File: config.mk
export PLATFORM = sky130hd
export DESIGN_NAME = serial_in_parallel_out_shift8
export DESIGN_NICKNAME = d
export VERILOG_FILES = /design/src/core/sipo_pkg.sv /design/src/core/serial_in_parallel_out_shift8.sv
export SDC_FILE = /design/constraint.sdc
export NUM_CORES = 1
export LEC_CHECK = 0
export ABC_AREA = 1
export BUFFER_PORTS_ARGS = -buffer_cell sky130_fd_sc_hd__clkbuf_2
export CORE_UTILIZATION = 24
export DETAILED_ROUTE_END_ITERATION = 16
export PLACE_DENSITY = 0.44
export SLEW_MARGIN = 5
export SYNTH_ARGS = -nofsm -noshare
export SYNTH_HDL_FRONTEND = slang
export SYNTH_SLANG_ARGS = --single-unit
File: constraint.sdc
create_clock -name core_clk -period 2.4 [get_ports core_clk]
set_input_delay 0.36 -clock core_clk [delete_from_list [all_inputs] [get_ports core_clk]]
set_output_delay 0.36 -clock core_clk [all_outputs]
set_load 0.05 [all_outputs]
File: src/core/sipo_pkg.sv
`default_nettype none

package sipo_pkg;

    localparam int         STAGE_COUNT = 8;
    localparam int         SYNC_DEPTH  = 3;
    localparam int         FIFO_DEPTH  = 8;
    localparam logic [7:0] STAGE_RST   = 8'h00;
    localparam logic [7:0] WORD_RST    = 8'h00;

    // pins driven by the upstream logic
    typedef struct packed {
        logic clrN;
        logic shiftClk;
        logic serA;
        logic serB;
    } pin_in_t;

    // parallel word handed out through the buffer
    typedef struct packed {
        logic       valid;
        logic [7:0] data;
    } word_t;

endpackage

`default_nettype wire

File: src/core/serial_in_parallel_out_shift8.sv
// Contract
// Eight flip-flop stages each drive their own parallel output always.
// A shift edge loads the AND of both serial inputs into stage one.
// While one serial input is high, the other alone decides stage one.
// Each shift edge with clear inactive moves every stage up by one.
// A low clear forces all eight stages low at once, clock or no clock.
// Without clear or shift edge the stages hold, whatever the inputs do.
// Only the serial input values present at the shift edge are captured.
// The last stage is the serial output, a bit shows there after 8 edges.
`default_nettype none

//////////////////////////////////////////////////////////////////////////////
// pin synchroniser

module sipo_pin_sync #(
    parameter int WIDTH = 4
) (
    // clock and reset
    input  wire logic             core_clk,
    input  wire logic             rst_n,
    // raw pins and agreed levels
    input  wire logic [WIDTH-1:0] pinRaw,
    output logic [WIDTH-1:0]      lvlNow,
    output logic [WIDTH-1:0]      lvlOld
);
    logic [WIDTH-1:0] sync1_r, sync2_r, sync3_r;
    logic [WIDTH-1:0] lvl_r, lvl_nxt;

    // a level moves only once the second and third stages agree
    always_comb begin
        lvl_nxt = lvl_r;
        for (int i = 0; i < WIDTH; i++) begin
            if (sync2_r[i] == sync3_r[i]) begin
                lvl_nxt[i] = sync3_r[i];
            end
        end
    end

    always_ff @(posedge core_clk or negedge rst_n) begin
        if (!rst_n) begin
            sync1_r <= '0;
            sync2_r <= '0;
            sync3_r <= '0;
            lvl_r   <= '0;
        end else begin
            sync1_r <= pinRaw;
            sync2_r <= sync1_r;
            sync3_r <= sync2_r;
            lvl_r   <= lvl_nxt;
        end
    end

    assign lvlNow = lvl_nxt;
    assign lvlOld = lvl_r;

endmodule // sipo_pin_sync

//////////////////////////////////////////////////////////////////////////////
// word buffer

module sipo_word_fifo #(
    parameter int WIDTH = 8,
    parameter int DEPTH = 8
) (
    // clock and reset
    input  wire logic             core_clk,
    input  wire logic             rst_n,
    // fill side
    input  wire logic             inValid,
    input  wire logic [WIDTH-1:0] inData,
    output logic                  inReady,
    // drain side
    output logic                  outValid,
    output logic [WIDTH-1:0]      outData,
    input  wire logic             outReady
);
    localparam int AW = (DEPTH > 1) ? $clog2(DEPTH) : 1;

    logic [WIDTH-1:0] mem_r   [DEPTH];
    logic [WIDTH-1:0] mem_nxt [DEPTH];
    logic [AW-1:0]    wrPtr_r, wrPtr_nxt;
    logic [AW-1:0]    rdPtr_r, rdPtr_nxt;
    logic [AW:0]      count_r, count_nxt;
    logic             doPush, doPop;

    assign inReady  = (count_r != (AW+1)'(DEPTH));
    assign outValid = (count_r != '0);
    assign outData  = mem_r[rdPtr_r];
    assign doPush   = inValid && inReady;
    assign doPop    = outValid && outReady;

    always_comb begin
        mem_nxt   = mem_r;
        wrPtr_nxt = wrPtr_r;
        rdPtr_nxt = rdPtr_r;
        count_nxt = count_r;
        if (doPush) begin
            mem_nxt[wrPtr_r] = inData;
            wrPtr_nxt = (wrPtr_r == AW'(DEPTH - 1)) ? '0 : wrPtr_r + 1'b1;
        end
        if (doPop) begin
            rdPtr_nxt = (rdPtr_r == AW'(DEPTH - 1)) ? '0 : rdPtr_r + 1'b1;
        end
        case ({doPush, doPop})
            2'b10:   count_nxt = count_r + 1'b1;
            2'b01:   count_nxt = count_r - 1'b1;
            default: count_nxt = count_r;
        endcase
    end

    always_ff @(posedge core_clk or negedge rst_n) begin
        if (!rst_n) begin
            for (int i = 0; i < DEPTH; i++) begin
                mem_r[i] <= '0;
            end
            wrPtr_r <= '0;
            rdPtr_r <= '0;
            count_r <= '0;
        end else begin
            mem_r   <= mem_nxt;
            wrPtr_r <= wrPtr_nxt;
            rdPtr_r <= rdPtr_nxt;
            count_r <= count_nxt;
        end
    end

endmodule // sipo_word_fifo

//////////////////////////////////////////////////////////////////////////////
// shift register top

module serial_in_parallel_out_shift8 #(
    parameter int DEPTH = sipo_pkg::FIFO_DEPTH
) (
    // clock and reset
    input  wire logic              core_clk,
    input  wire logic              rst_n,
    // upstream pins
    input  wire sipo_pkg::pin_in_t pinIn,
    // stage outputs
    output logic [7:0]             parOut,
    output logic                   serOut,
    // buffered words
    output logic                   captureReady,
    output sipo_pkg::word_t        wordOut,
    input  wire logic              wordReady
);
    import sipo_pkg::*;

    //////////////////////////////////////////////////////////////////////////
    // pin synchronisers

    pin_in_t    pinNow;
    pin_in_t    pinOld;
    logic       clkRise;
    logic       gateBit;
    logic       anyRstN;

    sipo_pin_sync #(
        .WIDTH ($bits(pin_in_t))
    ) u_sync (
        .core_clk (core_clk),
        .rst_n    (rst_n),
        .pinRaw   (pinIn),
        .lvlNow   (pinNow),
        .lvlOld   (pinOld)
    );

    // one pulse per agreed low-to-high change
    assign clkRise = pinNow.shiftClk && !pinOld.shiftClk;
    assign gateBit = pinNow.serA & pinNow.serB;
    assign anyRstN = rst_n & pinIn.clrN;

    //////////////////////////////////////////////////////////////////////////
    // stages

    logic [STAGE_COUNT-1:0] stage_r, stage_nxt;

    always_comb begin
        stage_nxt = stage_r;
        if (clkRise) begin
            stage_nxt = {stage_r[STAGE_COUNT-2:0], gateBit};
        end
    end

    always_ff @(posedge core_clk or negedge anyRstN) begin
        if (!anyRstN) begin
            stage_r <= STAGE_RST;
        end else begin
            stage_r <= stage_nxt;
        end
    end

    assign parOut = stage_r;
    assign serOut = stage_r[STAGE_COUNT-1];

    //////////////////////////////////////////////////////////////////////////
    // word buffer and output stage

    logic       fifoInReady;
    logic       fifoOutValid;
    logic [7:0] fifoOutData;
    logic       fifoPop;
    logic       pushNow;
    logic       ready_r, ready_nxt;
    word_t      word_r, word_nxt;

    sipo_word_fifo #(
        .WIDTH (STAGE_COUNT),
        .DEPTH (DEPTH)
    ) u_fifo (
        .core_clk (core_clk),
        .rst_n    (rst_n),
        .inValid  (pushNow),
        .inData   (stage_nxt),
        .inReady  (fifoInReady),
        .outValid (fifoOutValid),
        .outData  (fifoOutData),
        .outReady (fifoPop)
    );

    assign pushNow = clkRise && pinNow.clrN;
    assign fifoPop = fifoOutValid && (!word_r.valid || wordReady);

    always_comb begin
        ready_nxt = fifoInReady;
        word_nxt  = word_r;
        if (fifoPop) begin
            word_nxt.valid = 1'b1;
            word_nxt.data  = fifoOutData;
        end else if (wordReady) begin
            word_nxt.valid = 1'b0;
        end
    end

    always_ff @(posedge core_clk or negedge rst_n) begin
        if (!rst_n) begin
            ready_r <= 1'b0;
            word_r  <= '{valid: 1'b0, data: WORD_RST};
        end else begin
            ready_r <= ready_nxt;
            word_r  <= word_nxt;
        end
    end

    assign captureReady = ready_r;
    assign wordOut      = word_r;

    //////////////////////////////////////////////////////////////////////////
    // checks

    logic [6:0] lowStages;
    logic       preTail;
    logic       aSeen;
    logic       bSeen;
    assign lowStages = stage_r[6:0];
    assign preTail   = stage_r[6];
    assign aSeen     = pinNow.serA;
    assign bSeen     = pinNow.serB;
endmodule // serial_in_parallel_out_shift8

`default_nettype wire

== Word level (Yosys, flattened, before mapping) ==
Cells that the tools add are included.
Operators by class
  $add $sub $neg: 4
  $lt $le $gt $ge: 3
  equal/unequal tests: 9
  muxes and demuxes: 16
  bitwise operators: 4
  reductions and logical operators: 12
Operator list (count)
  64-bit bitwise mux: 1
  8-bit 2-to-1 mux: 4
  8-bit binary-select mux with 3-bit select: 1
  8-bit demux with 3-bit select: 1
  4-bit greater-or-equal comparator (second input constant): 2
  3-bit inverter with 4-bit output: 2
  4-bit case mux with 2 select lines: 1
  3-bit by 1-bit adder with 3-bit output (second input constant): 2
  3-bit equality test (second input constant): 2
  1-bit logical AND: 6
  1-bit 2-to-1 mux: 6
  3-bit 2-to-1 mux: 2
  4-bit by 1-bit adder with 4-bit output (second input constant): 1
  1-bit equality test: 4
  4-bit by 1-bit less-than comparator with 1-bit output (second input constant): 1
  4-bit != test (second input constant): 1
  2-bit nonzero test: 2
  4-bit nonzero test: 1
  4-bit by 1-bit subtractor with 4-bit output (second input constant): 1
  1-bit AND: 2
  2-bit by 1-bit equality test with 1-bit output (second input constant): 1
  2-bit equality test (second input constant): 1
  1-bit zero test: 2
  1-bit logical OR: 1
Word-level totals
  register bits: 108
  input bits: 7
  output and inout bits: 19
  logic and storage cells: 67

== Depth between registers and ports, before layout ==
Gate-level depths: netlist of the first run.
  depth in word-level cells: 7
  mapped depth: 15

== By module ==
From an unflattened synthesis of the first run, not the netlist that was laid out.
Second synthesis, totals
  cells, all modules: 545
  area total of the unflattened synthesis: 4768.3 sq um
By module, submodules not included
  sipo_word_fifo: instances 1, cells an instance 433, area each 3538.4 sq um
  serial_in_parallel_out_shift8: instances 1, cells an instance 80, area each 764.5 sq um
  sipo_pin_sync: instances 1, cells an instance 32, area each 465.4 sq um

== Worst setup path before layout of the first run ==
OpenSTA, ideal clock, no wires.
  path type: reg-to-reg
  start point: register word_r (netlist bit wordOut[8])
  end point: register u_fifo.count_r[2]
  arrival time: 2.103 ns
  path slack: 0.170 ns
  stages on the path, launching flop included: 14
  path buffers: 1
  clock period less this slack: 2.230 ns
  path through: dfrtp_1 inv_1 nor2_1 inv_1 o21ai_4 inv_1 buf_4 ha_1 nand2_1 nand2_1 ha_1 a21oi_1 xor2_1 o21ai_0
Between the ends
  cells in the longest elaborated chain, start to end: 6
RTL lines
  start: declaration: line serial_in_parallel_out_shift8.sv:206  | word_t word_r, word_nxt;
  start signal: assignment: line serial_in_parallel_out_shift8.sv:239  | word_r <= '{valid: 1'b0, data: WORD_RST};
  start signal: assignment: line serial_in_parallel_out_shift8.sv:242  | word_r <= word_nxt;
  1-bit zero test *: line serial_in_parallel_out_shift8.sv:223  | assign fifoPop = fifoOutValid && (!word_r.valid || wordReady);
  1-bit logical OR *: line serial_in_parallel_out_shift8.sv:223
  1-bit logical AND *: line serial_in_parallel_out_shift8.sv:223
  named net fifoPop: line serial_in_parallel_out_shift8.sv:203  | logic fifoPop;
  1-bit logical AND *: line serial_in_parallel_out_shift8.sv:90  | assign doPop = outValid && outReady;
  2-bit by 1-bit equality test with 1-bit output or 2-bit equality test (tied branches): line serial_in_parallel_out_shift8.sv:104  | case ({doPush, doPop})
  4-bit case mux with 2 select lines or 2-bit nonzero test (tied branches)
  end signal: assignment: line serial_in_parallel_out_shift8.sv:123  | count_r <= count_nxt;
  end: declaration: line serial_in_parallel_out_shift8.sv:83  | logic [AW:0] count_r, count_nxt;
Mark *: on every way through the listed nets, which the timed path passes. The rest lies on a longest branch.
A chain may end at the register's enable or synchronous reset.

== Worst setup path after layout of the first run ==
  start point: register u_fifo.count_r[0]
  end point: register u_fifo.count_r[2]
RTL lines
  4-bit != test *: line serial_in_parallel_out_shift8.sv:86  | assign inReady = (count_r != (AW+1)'(DEPTH));
  named net fifoInReady: line serial_in_parallel_out_shift8.sv:200  | logic fifoInReady;
  1-bit logical AND *: line serial_in_parallel_out_shift8.sv:89  | assign doPush = inValid && inReady;
  2-bit by 1-bit equality test with 1-bit output or 2-bit equality test (tied branches): line serial_in_parallel_out_shift8.sv:104
  4-bit case mux with 2 select lines or 2-bit nonzero test (tied branches)
Marked as above.

==> flow_metrics.py, run 1 <==
metrics = {
    "synthesis": {
        "synth-main-ff-cell": "dfrtp_1",
        "synth_top_cell_by_area": "dfrtp_1",
        "syn_area_um2": 5030,
        "synth-edff-count": 0,
        "synth_fp_nets": 656,
        "synth.distinct_cells": 24,
        "yosysSeqAreaShare_pct": 53.7,
        "ys_top_cells_by_area": "dfrtp_1, nand2_1, nand3_1",
        "postSynthCellCount": 642,
        "synth-seq-cells": 108,
        "synth_top_area_share_pct": 53.7,
        "synth_area_per_cell_um2": 7.83,
        "synthArstFlopShare_pct": 100,
        "ys.warnings.count": 0,
    },
    "critical_path": {
        "r2r_slack_ps": 450,
        "path_depth": 11,
        "regToRegStartpoint": "u_fifo.count_r[0]",
        "crit_required_ps": 2640,
        "crit_path_max_incr_delay_ps": 420,
        "crit_family": "simple AND/OR/NAND/NOR gates",
        "crit_end": "u_fifo.count_r[2]",
        "critPathKind": "flop to flop",
        "reg2reg_to": "u_fifo.count_r[2]",
        "reg2reg_depth": 11,
        "cp_data_arrival_time_ps": 2190,
        "cp_max_fo": 4,
        "crit_buf_inv": 1,
        "cp_cell_sequence": "nor2_1, nand3_1, nand3_4, ha_1, inv_1, nand2_1, nand2_1, ha_1, a21oi_1, xor2_1, o21ai_0",
        "start_kind": "flop",
        "crit_path_end_kind": "flop",
        "cp-startpoint": "u_fifo.count_r[0]",
        "critPathSlowestCell": "dfrtp_1",
    },
    "cts": {
        "clock-sinks": 108,
        "htreeDepth": 3,
        "postCtsHoldBufs": 2,
        "clk_pin_slew_ps": 70,
        "clock_latency_ps": 360,
        "cts_max_path_buffers": 2,
        "cts_made_buffers": 9,
        "post_cts_buffers": 0,
        "cts_resized": 0,
        "cts_tree": "yes",
        "cts_root_buf": "clkbuf_16",
    },
    "route": {
        "drt-total-wl_um": 13000,
        "drc": 0,
        "dr.max_layer_used": "met4",
        "viasPerCell": 4.11,
        "drtPass1Iterations": 4,
        "wl_met2_um": 5820,
        "postRouteAntennaNets": 0,
        "wl_met3_um": 599,
        "wl_per_cell_um": 13.7,
        "wirelength_met1_um": 6460,
        "dr_total_vias": 3905,
        "drt_iter0_drc": 234,
    },
    "sta": {
        "max_clock_freq_mhz": 513,
        "max_slew.worst_pin.slew_ps": 565,
        "tns_ps": 0,
        "final_hold_viol_count": 0,
        "skew_ps": 12.3,
        "fin_crit_ps": 1950,
        "relSlewSlack_pct": 62.3,
        "drv_slew": 0,
        "rsz0062_at_grt": "false",
        "finalSetupViolations": 0,
        "fin_crit_sh_pct": 81.2,
    },
    "global_route": {
        "grt_pass1_vias": 3845,
        "grt_use_total_pct": 13.2,
        "grt_max_degree": 50,
        "grt_first_pass_wirelength_um": 21600,
        "antenna_found_initial": 0,
        "grt_overflow": 0,
    },
    "pwr": {
        "swShare_pct": 40.7,
        "ir_worst_vdd_v": 0.000307,
        "seqPwrFrac_pct": 39.1,
        "p_clk_share_pct": 26.3,
        "p_sw_w": 0.00242,
        "power_density_nw_per_um2": 1020,
        "p_leak_nw": 3.18,
        "pwr-share-comb_pct": 34.6,
        "intPower_w": 0.00352,
    },
    "finish": {
        "antenna_cells": 0,
        "mostFrequentLayoutCells": "nand2_1, dfrtp_1, inv_1",
        "areaGrowthSynthToFinish_pct": 16.0,
        "drive_above_1_share_pct": 10.9,
        "nNetsFinal": 689,
        "fin_util_pct": 28.6,
        "final_common_cell": "nand2_1",
    },
    "placement": {
        "gpl.final_weighted_congestion": 0.746,
        "port_buffers": 25,
        "dp.final_hpwl_um": 8710,
    },
    "floorplan": {
        "io_pins": 26,
        "rows": 52,
        "coreArea_um2": 20400,
        "start_util_pct": 24.7,
        "die-height_um": 147,
        "dieArea_um2": 21500,
        "die_w_um": 147,
    },
    "job": {
        "max_cap_violations": 0,
    },
    "outcome": {
        "outcome": "complete, no violations",
    },
    "hold_path": {
        "hold_class": "input pin to flop",
    },
}
-- per-layer routing --
layer / GRT usage [%] / up-vias
met5: 0 / -
met1: 18.5 / 1818
met2: 20.1 / 57
li1: - / 2021
met4: 3.54 / 0
met3: 3.14 / 9
-- metrics by stage --
step,power [W],worst slack (ps),std cells,hold WS (ps),cell area [um^2]
global placement,0.00446,452,932,332,5500
detailed placement,0.00446,454,932,336,5500
global route,0.00638,281,950,102,5830
CTS,0.00605,442,950,99.0,5830
floorplan,0.00382,170,642,64.4,5030
finish,0.00594,452,950,111,5830
-- flip-flops by register name (all words and copies together) (netlist names) --
register / count
u_fifo.mem_r: 64
u_fifo.rdPtr_r: 3
u_sync.lvlOld: 4
u_sync.sync3_r: 4
wordOut: 9
u_fifo.wrPtr_r: 3
captureReady: 1
u_sync.sync1_r: 4
u_sync.sync2_r: 4
u_fifo.count_r: 4
parOut: 8
-- cells in the mapped netlist (all sizes together), types with 2 or more instances --
| cell | count |
|---|---|
| nand3 | 40 |
| a21oi | 4 |
| dfrtp | 108 |
| o21ai | 12 |
| nor2 | 25 |
| nand2 | 380 |
| clkbuf | 6 |
| inv | 48 |
| ha | 7 |
| clkinv | 2 |
| buf | 8 |
-- worst min path at each step --
stage	end	from	cells past startpoint
2_1_floorplan	captureReady	rst_n	0
3_3_place_gp	u_sync.sync2_r[0]	u_sync.sync1_r[0]	0
3_5_place_dp	wordOut[8]	rst_n	1
4_1_cts	u_sync.sync1_r[1]	pinIn[1]	1
5_1_grt	u_sync.sync1_r[1]	pinIn[1]	1
6_report	u_sync.sync1_r[1]	pinIn[1]	1
-- layout make-up --
cell class	instances	area [um^2]
Clock buffer	11	253
Timing Repair Buffer	36	228
Sequential cell	108	2700
Multi-Input combinational cell	470	2070
Clock inverter	5	58.8
Tap cell	270	338
Inverter	50	188
Fill cell	2217	14500
-- cells by family after synthesis --
group / count (synthesis) / synth area share [%]
compound gates: 16 / 2.11
xor+xnor: 2 / 0.348
fa+ha+maj: 7 / 1.74
buf+inv: 64 / 5.20
flops: 108 / 53.7
simple gates: 445 / 36.9
-- worst register-to-register path, stage by stage, from the launching register on --
cell,delay [ps]
dfrtp_1,420
nor2_1,160
nand3_1,190
nand3_4,130
ha_1,210
inv_1,50
nand2_1,50
nand2_1,60
ha_1,170
a21oi_1,140
xor2_1,150
o21ai_0,80
-- power groups by stage --
stage          logic (W)  registers [W]  clock network [W]
6_report         0.00206        0.00232            0.00156
3_5_place_dp     0.00209        0.00237                  0
4_1_cts          0.00210        0.00233            0.00162
5_1_grt          0.00231        0.00238            0.00169
2_1_floorplan    0.00122        0.00260                  0
3_3_place_gp     0.00210        0.00236                  0
No activity file was read; power rests on OpenSTA's default activity.
==> inputs of run 2 (changes only) <==
==> constraint.sdc (replaced) <==
create_clock -name core_clk -period 2.02 [get_ports core_clk]
set_input_delay 0.303 -clock core_clk [delete_from_list [all_inputs] [get_ports core_clk]]
set_output_delay 0.303 -clock core_clk [all_outputs]
set_load 0.05 [all_outputs]
==> run 2 against run 1 <==
Net effect: final cell count is 0.84% higher; first-iteration DRC count up 13%; count of clock-buffer cells in the layout is 2 lower; design area is 1.1% higher; critical path depth did not move; core utilization rose by 0.31 points; power increased by 19%; critical endpoint unchanged; global-route usage decreased by 0.11 points; register-to-register slack lost 270 ps; die area unchanged; via count increased by 0.13%; largest power group unchanged.
==> flow_metrics.py, run 2 (synthesis results as in run 1) <==
metrics = {
    "outcome": {
        "outcome": "complete, no violations",
    },
    "placement": {
        "dp.final_hpwl_um": 8720,
        "port_buffers": 25,
        "gpl.final_weighted_congestion": 0.750,
    },
    "finish": {
        "antenna_cells": 0,
        "areaGrowthSynthToFinish_pct": 17.2,
        "drive_above_1_share_pct": 12.5,
        "largest_reg_flops": 64,
        "top_register": "u_fifo.mem_r",
        "final_common_cell": "nand2_1",
        "mostFrequentLayoutCells": "nand2_1, dfrtp_1, inv_1",
        "nNetsFinal": 697,
    },
    "critical_path": {
        "crit_path_end_kind": "flop",
        "crit_required_ps": 2260,
        "cp_max_fo": 4,
        "critPathKind": "flop to flop",
        "start_kind": "flop",
        "cp_data_arrival_time_ps": 2080,
    },
    "sta": {
        "tns_ps": 0,
        "rsz0062_at_grt": "false",
        "max_clock_freq_mhz": 543,
        "skew_ps": 10.9,
        "drv_slew": 0,
        "finalSetupViolations": 0,
        "fin_crit_sh_pct": 91.1,
        "final_hold_viol_count": 0,
        "max_slew.worst_pin.slew_ps": 609,
        "relSlewSlack_pct": 59.4,
        "fin_crit_ps": 1840,
    },
    "cts": {
        "cts_root_buf": "clkbuf_16",
        "clock-sinks": 108,
        "cts_resized": 0,
        "cts_made_buffers": 9,
        "cts_max_path_buffers": 2,
        "postCtsHoldBufs": 2,
        "post_cts_buffers": 0,
        "clock_latency_ps": 360,
        "cts_tree": "yes",
        "clk_pin_slew_ps": 80,
        "htreeDepth": 3,
    },
    "route": {
        "viasPerCell": 4.08,
        "drtPass1Iterations": 4,
        "dr_total_vias": 3910,
        "postRouteAntennaNets": 0,
        "drt_iter0_drc": 265,
        "wl_per_cell_um": 13.5,
        "drc": 0,
        "drt-total-wl_um": 13000,
    },
    "floorplan": {
        "rows": 52,
        "dieArea_um2": 21500,
        "io_pins": 26,
        "coreArea_um2": 20400,
        "die-height_um": 147,
        "die_w_um": 147,
        "start_util_pct": 24.7,
    },
    "global_route": {
        "antenna_found_initial": 0,
        "grt_use_total_pct": 13.1,
        "grt_first_pass_wirelength_um": 21400,
        "grt_pass1_vias": 3864,
        "grt_max_degree": 59,
        "grt_overflow": 0,
    },
    "pwr": {
        "ir_worst_vdd_v": 0.000400,
        "power_density_nw_per_um2": 1200,
        "p_leak_nw": 3.21,
        "p_total_w": 0.00709,
    },
    "job": {
        "max_cap_violations": 0,
    },
    "hold_path": {
        "hold_class": "input pin to flop",
    },
}
-- run 2: cell count changes in the layout (fill, tap and decap cells not counted), sizes merged --
cell,before,now
inv,49,50
clkbuf,35,33
bufinv,1,0
clkinv,3,4
buf,10,18
clkinvlp,2,3
-- run 2: critical path, stage by stage, from the launching register on --
cell and delay (ps):
dfrtp_1 380, nor2_1 140, nand2_1 120, o21ai_4 170, inv_2 70, ha_4 170, nand2_1 60, nand2_1 70
ha_1 190, a21oi_2 110, xor2_1 140, o21ai_0 90
-- run 2: final timing paths --
kind,startpoint,to,slack (ps),cells past startpoint
max reg2reg,u_fifo.count_r[1],u_fifo.count_r[2],180,11
min in group asynchronous,rst_n,u_sync.lvlOld[2],280,2
min reg2reg,u_sync.sync1_r[0],u_sync.sync2_r[0],350,0
max in group asynchronous,rst_n,wordOut[8],1210,3
min,pinIn[0],u_sync.sync1_r[0],40,1
max,u_fifo.count_r[1],u_fifo.count_r[2],180,11
-- run 2: metrics by stage --
stage          utilization [%]  instance area (um^2)  setup WS (ps)  std cells  hold WS, ps
2_1_floorplan                -                  5050           11.9        642         7.41
3_3_place_gp              27.5                  5590            174        940          118
3_5_place_dp              27.5                  5590            168        940          117
4_1_cts                   29.0                  5900            156        958         25.9
5_1_grt                   29.0                  5900           51.2        958         21.1
6_report                  29.0                  5900            180        958         42.5
-- run 2: layer usage --
metal,GRT usage (%),share of wire (%)
met1,18.7,52
met2,19.5,44
met3,3.23,3.1
met4,3.44,0.93
met5,0,0
-- run 2: cell type report --
| class | instances | area, um^2 |
|---|---|---|
| clock inverter | 7 | 60.1 |
| sequential | 108 | 2700 |
| fill | 2200 | 14500 |
| inverter | 50 | 188 |
| tap | 270 | 338 |
| clock buffer | 9 | 225 |
| timing repair buffer | 44 | 300 |
| multi-input combinational | 470 | 2080 |
-- run 2: where the power goes --
part	leakage, nW	switching, W	internal [W]	total, W
combinational	1.64	0.00186	0.000755	0.00262
clock	0.130	0.000876	0.000855	0.00173
sequential	1.43	0.000238	0.00250	0.00274
total	3.21	0.00298	0.00411	0.00709
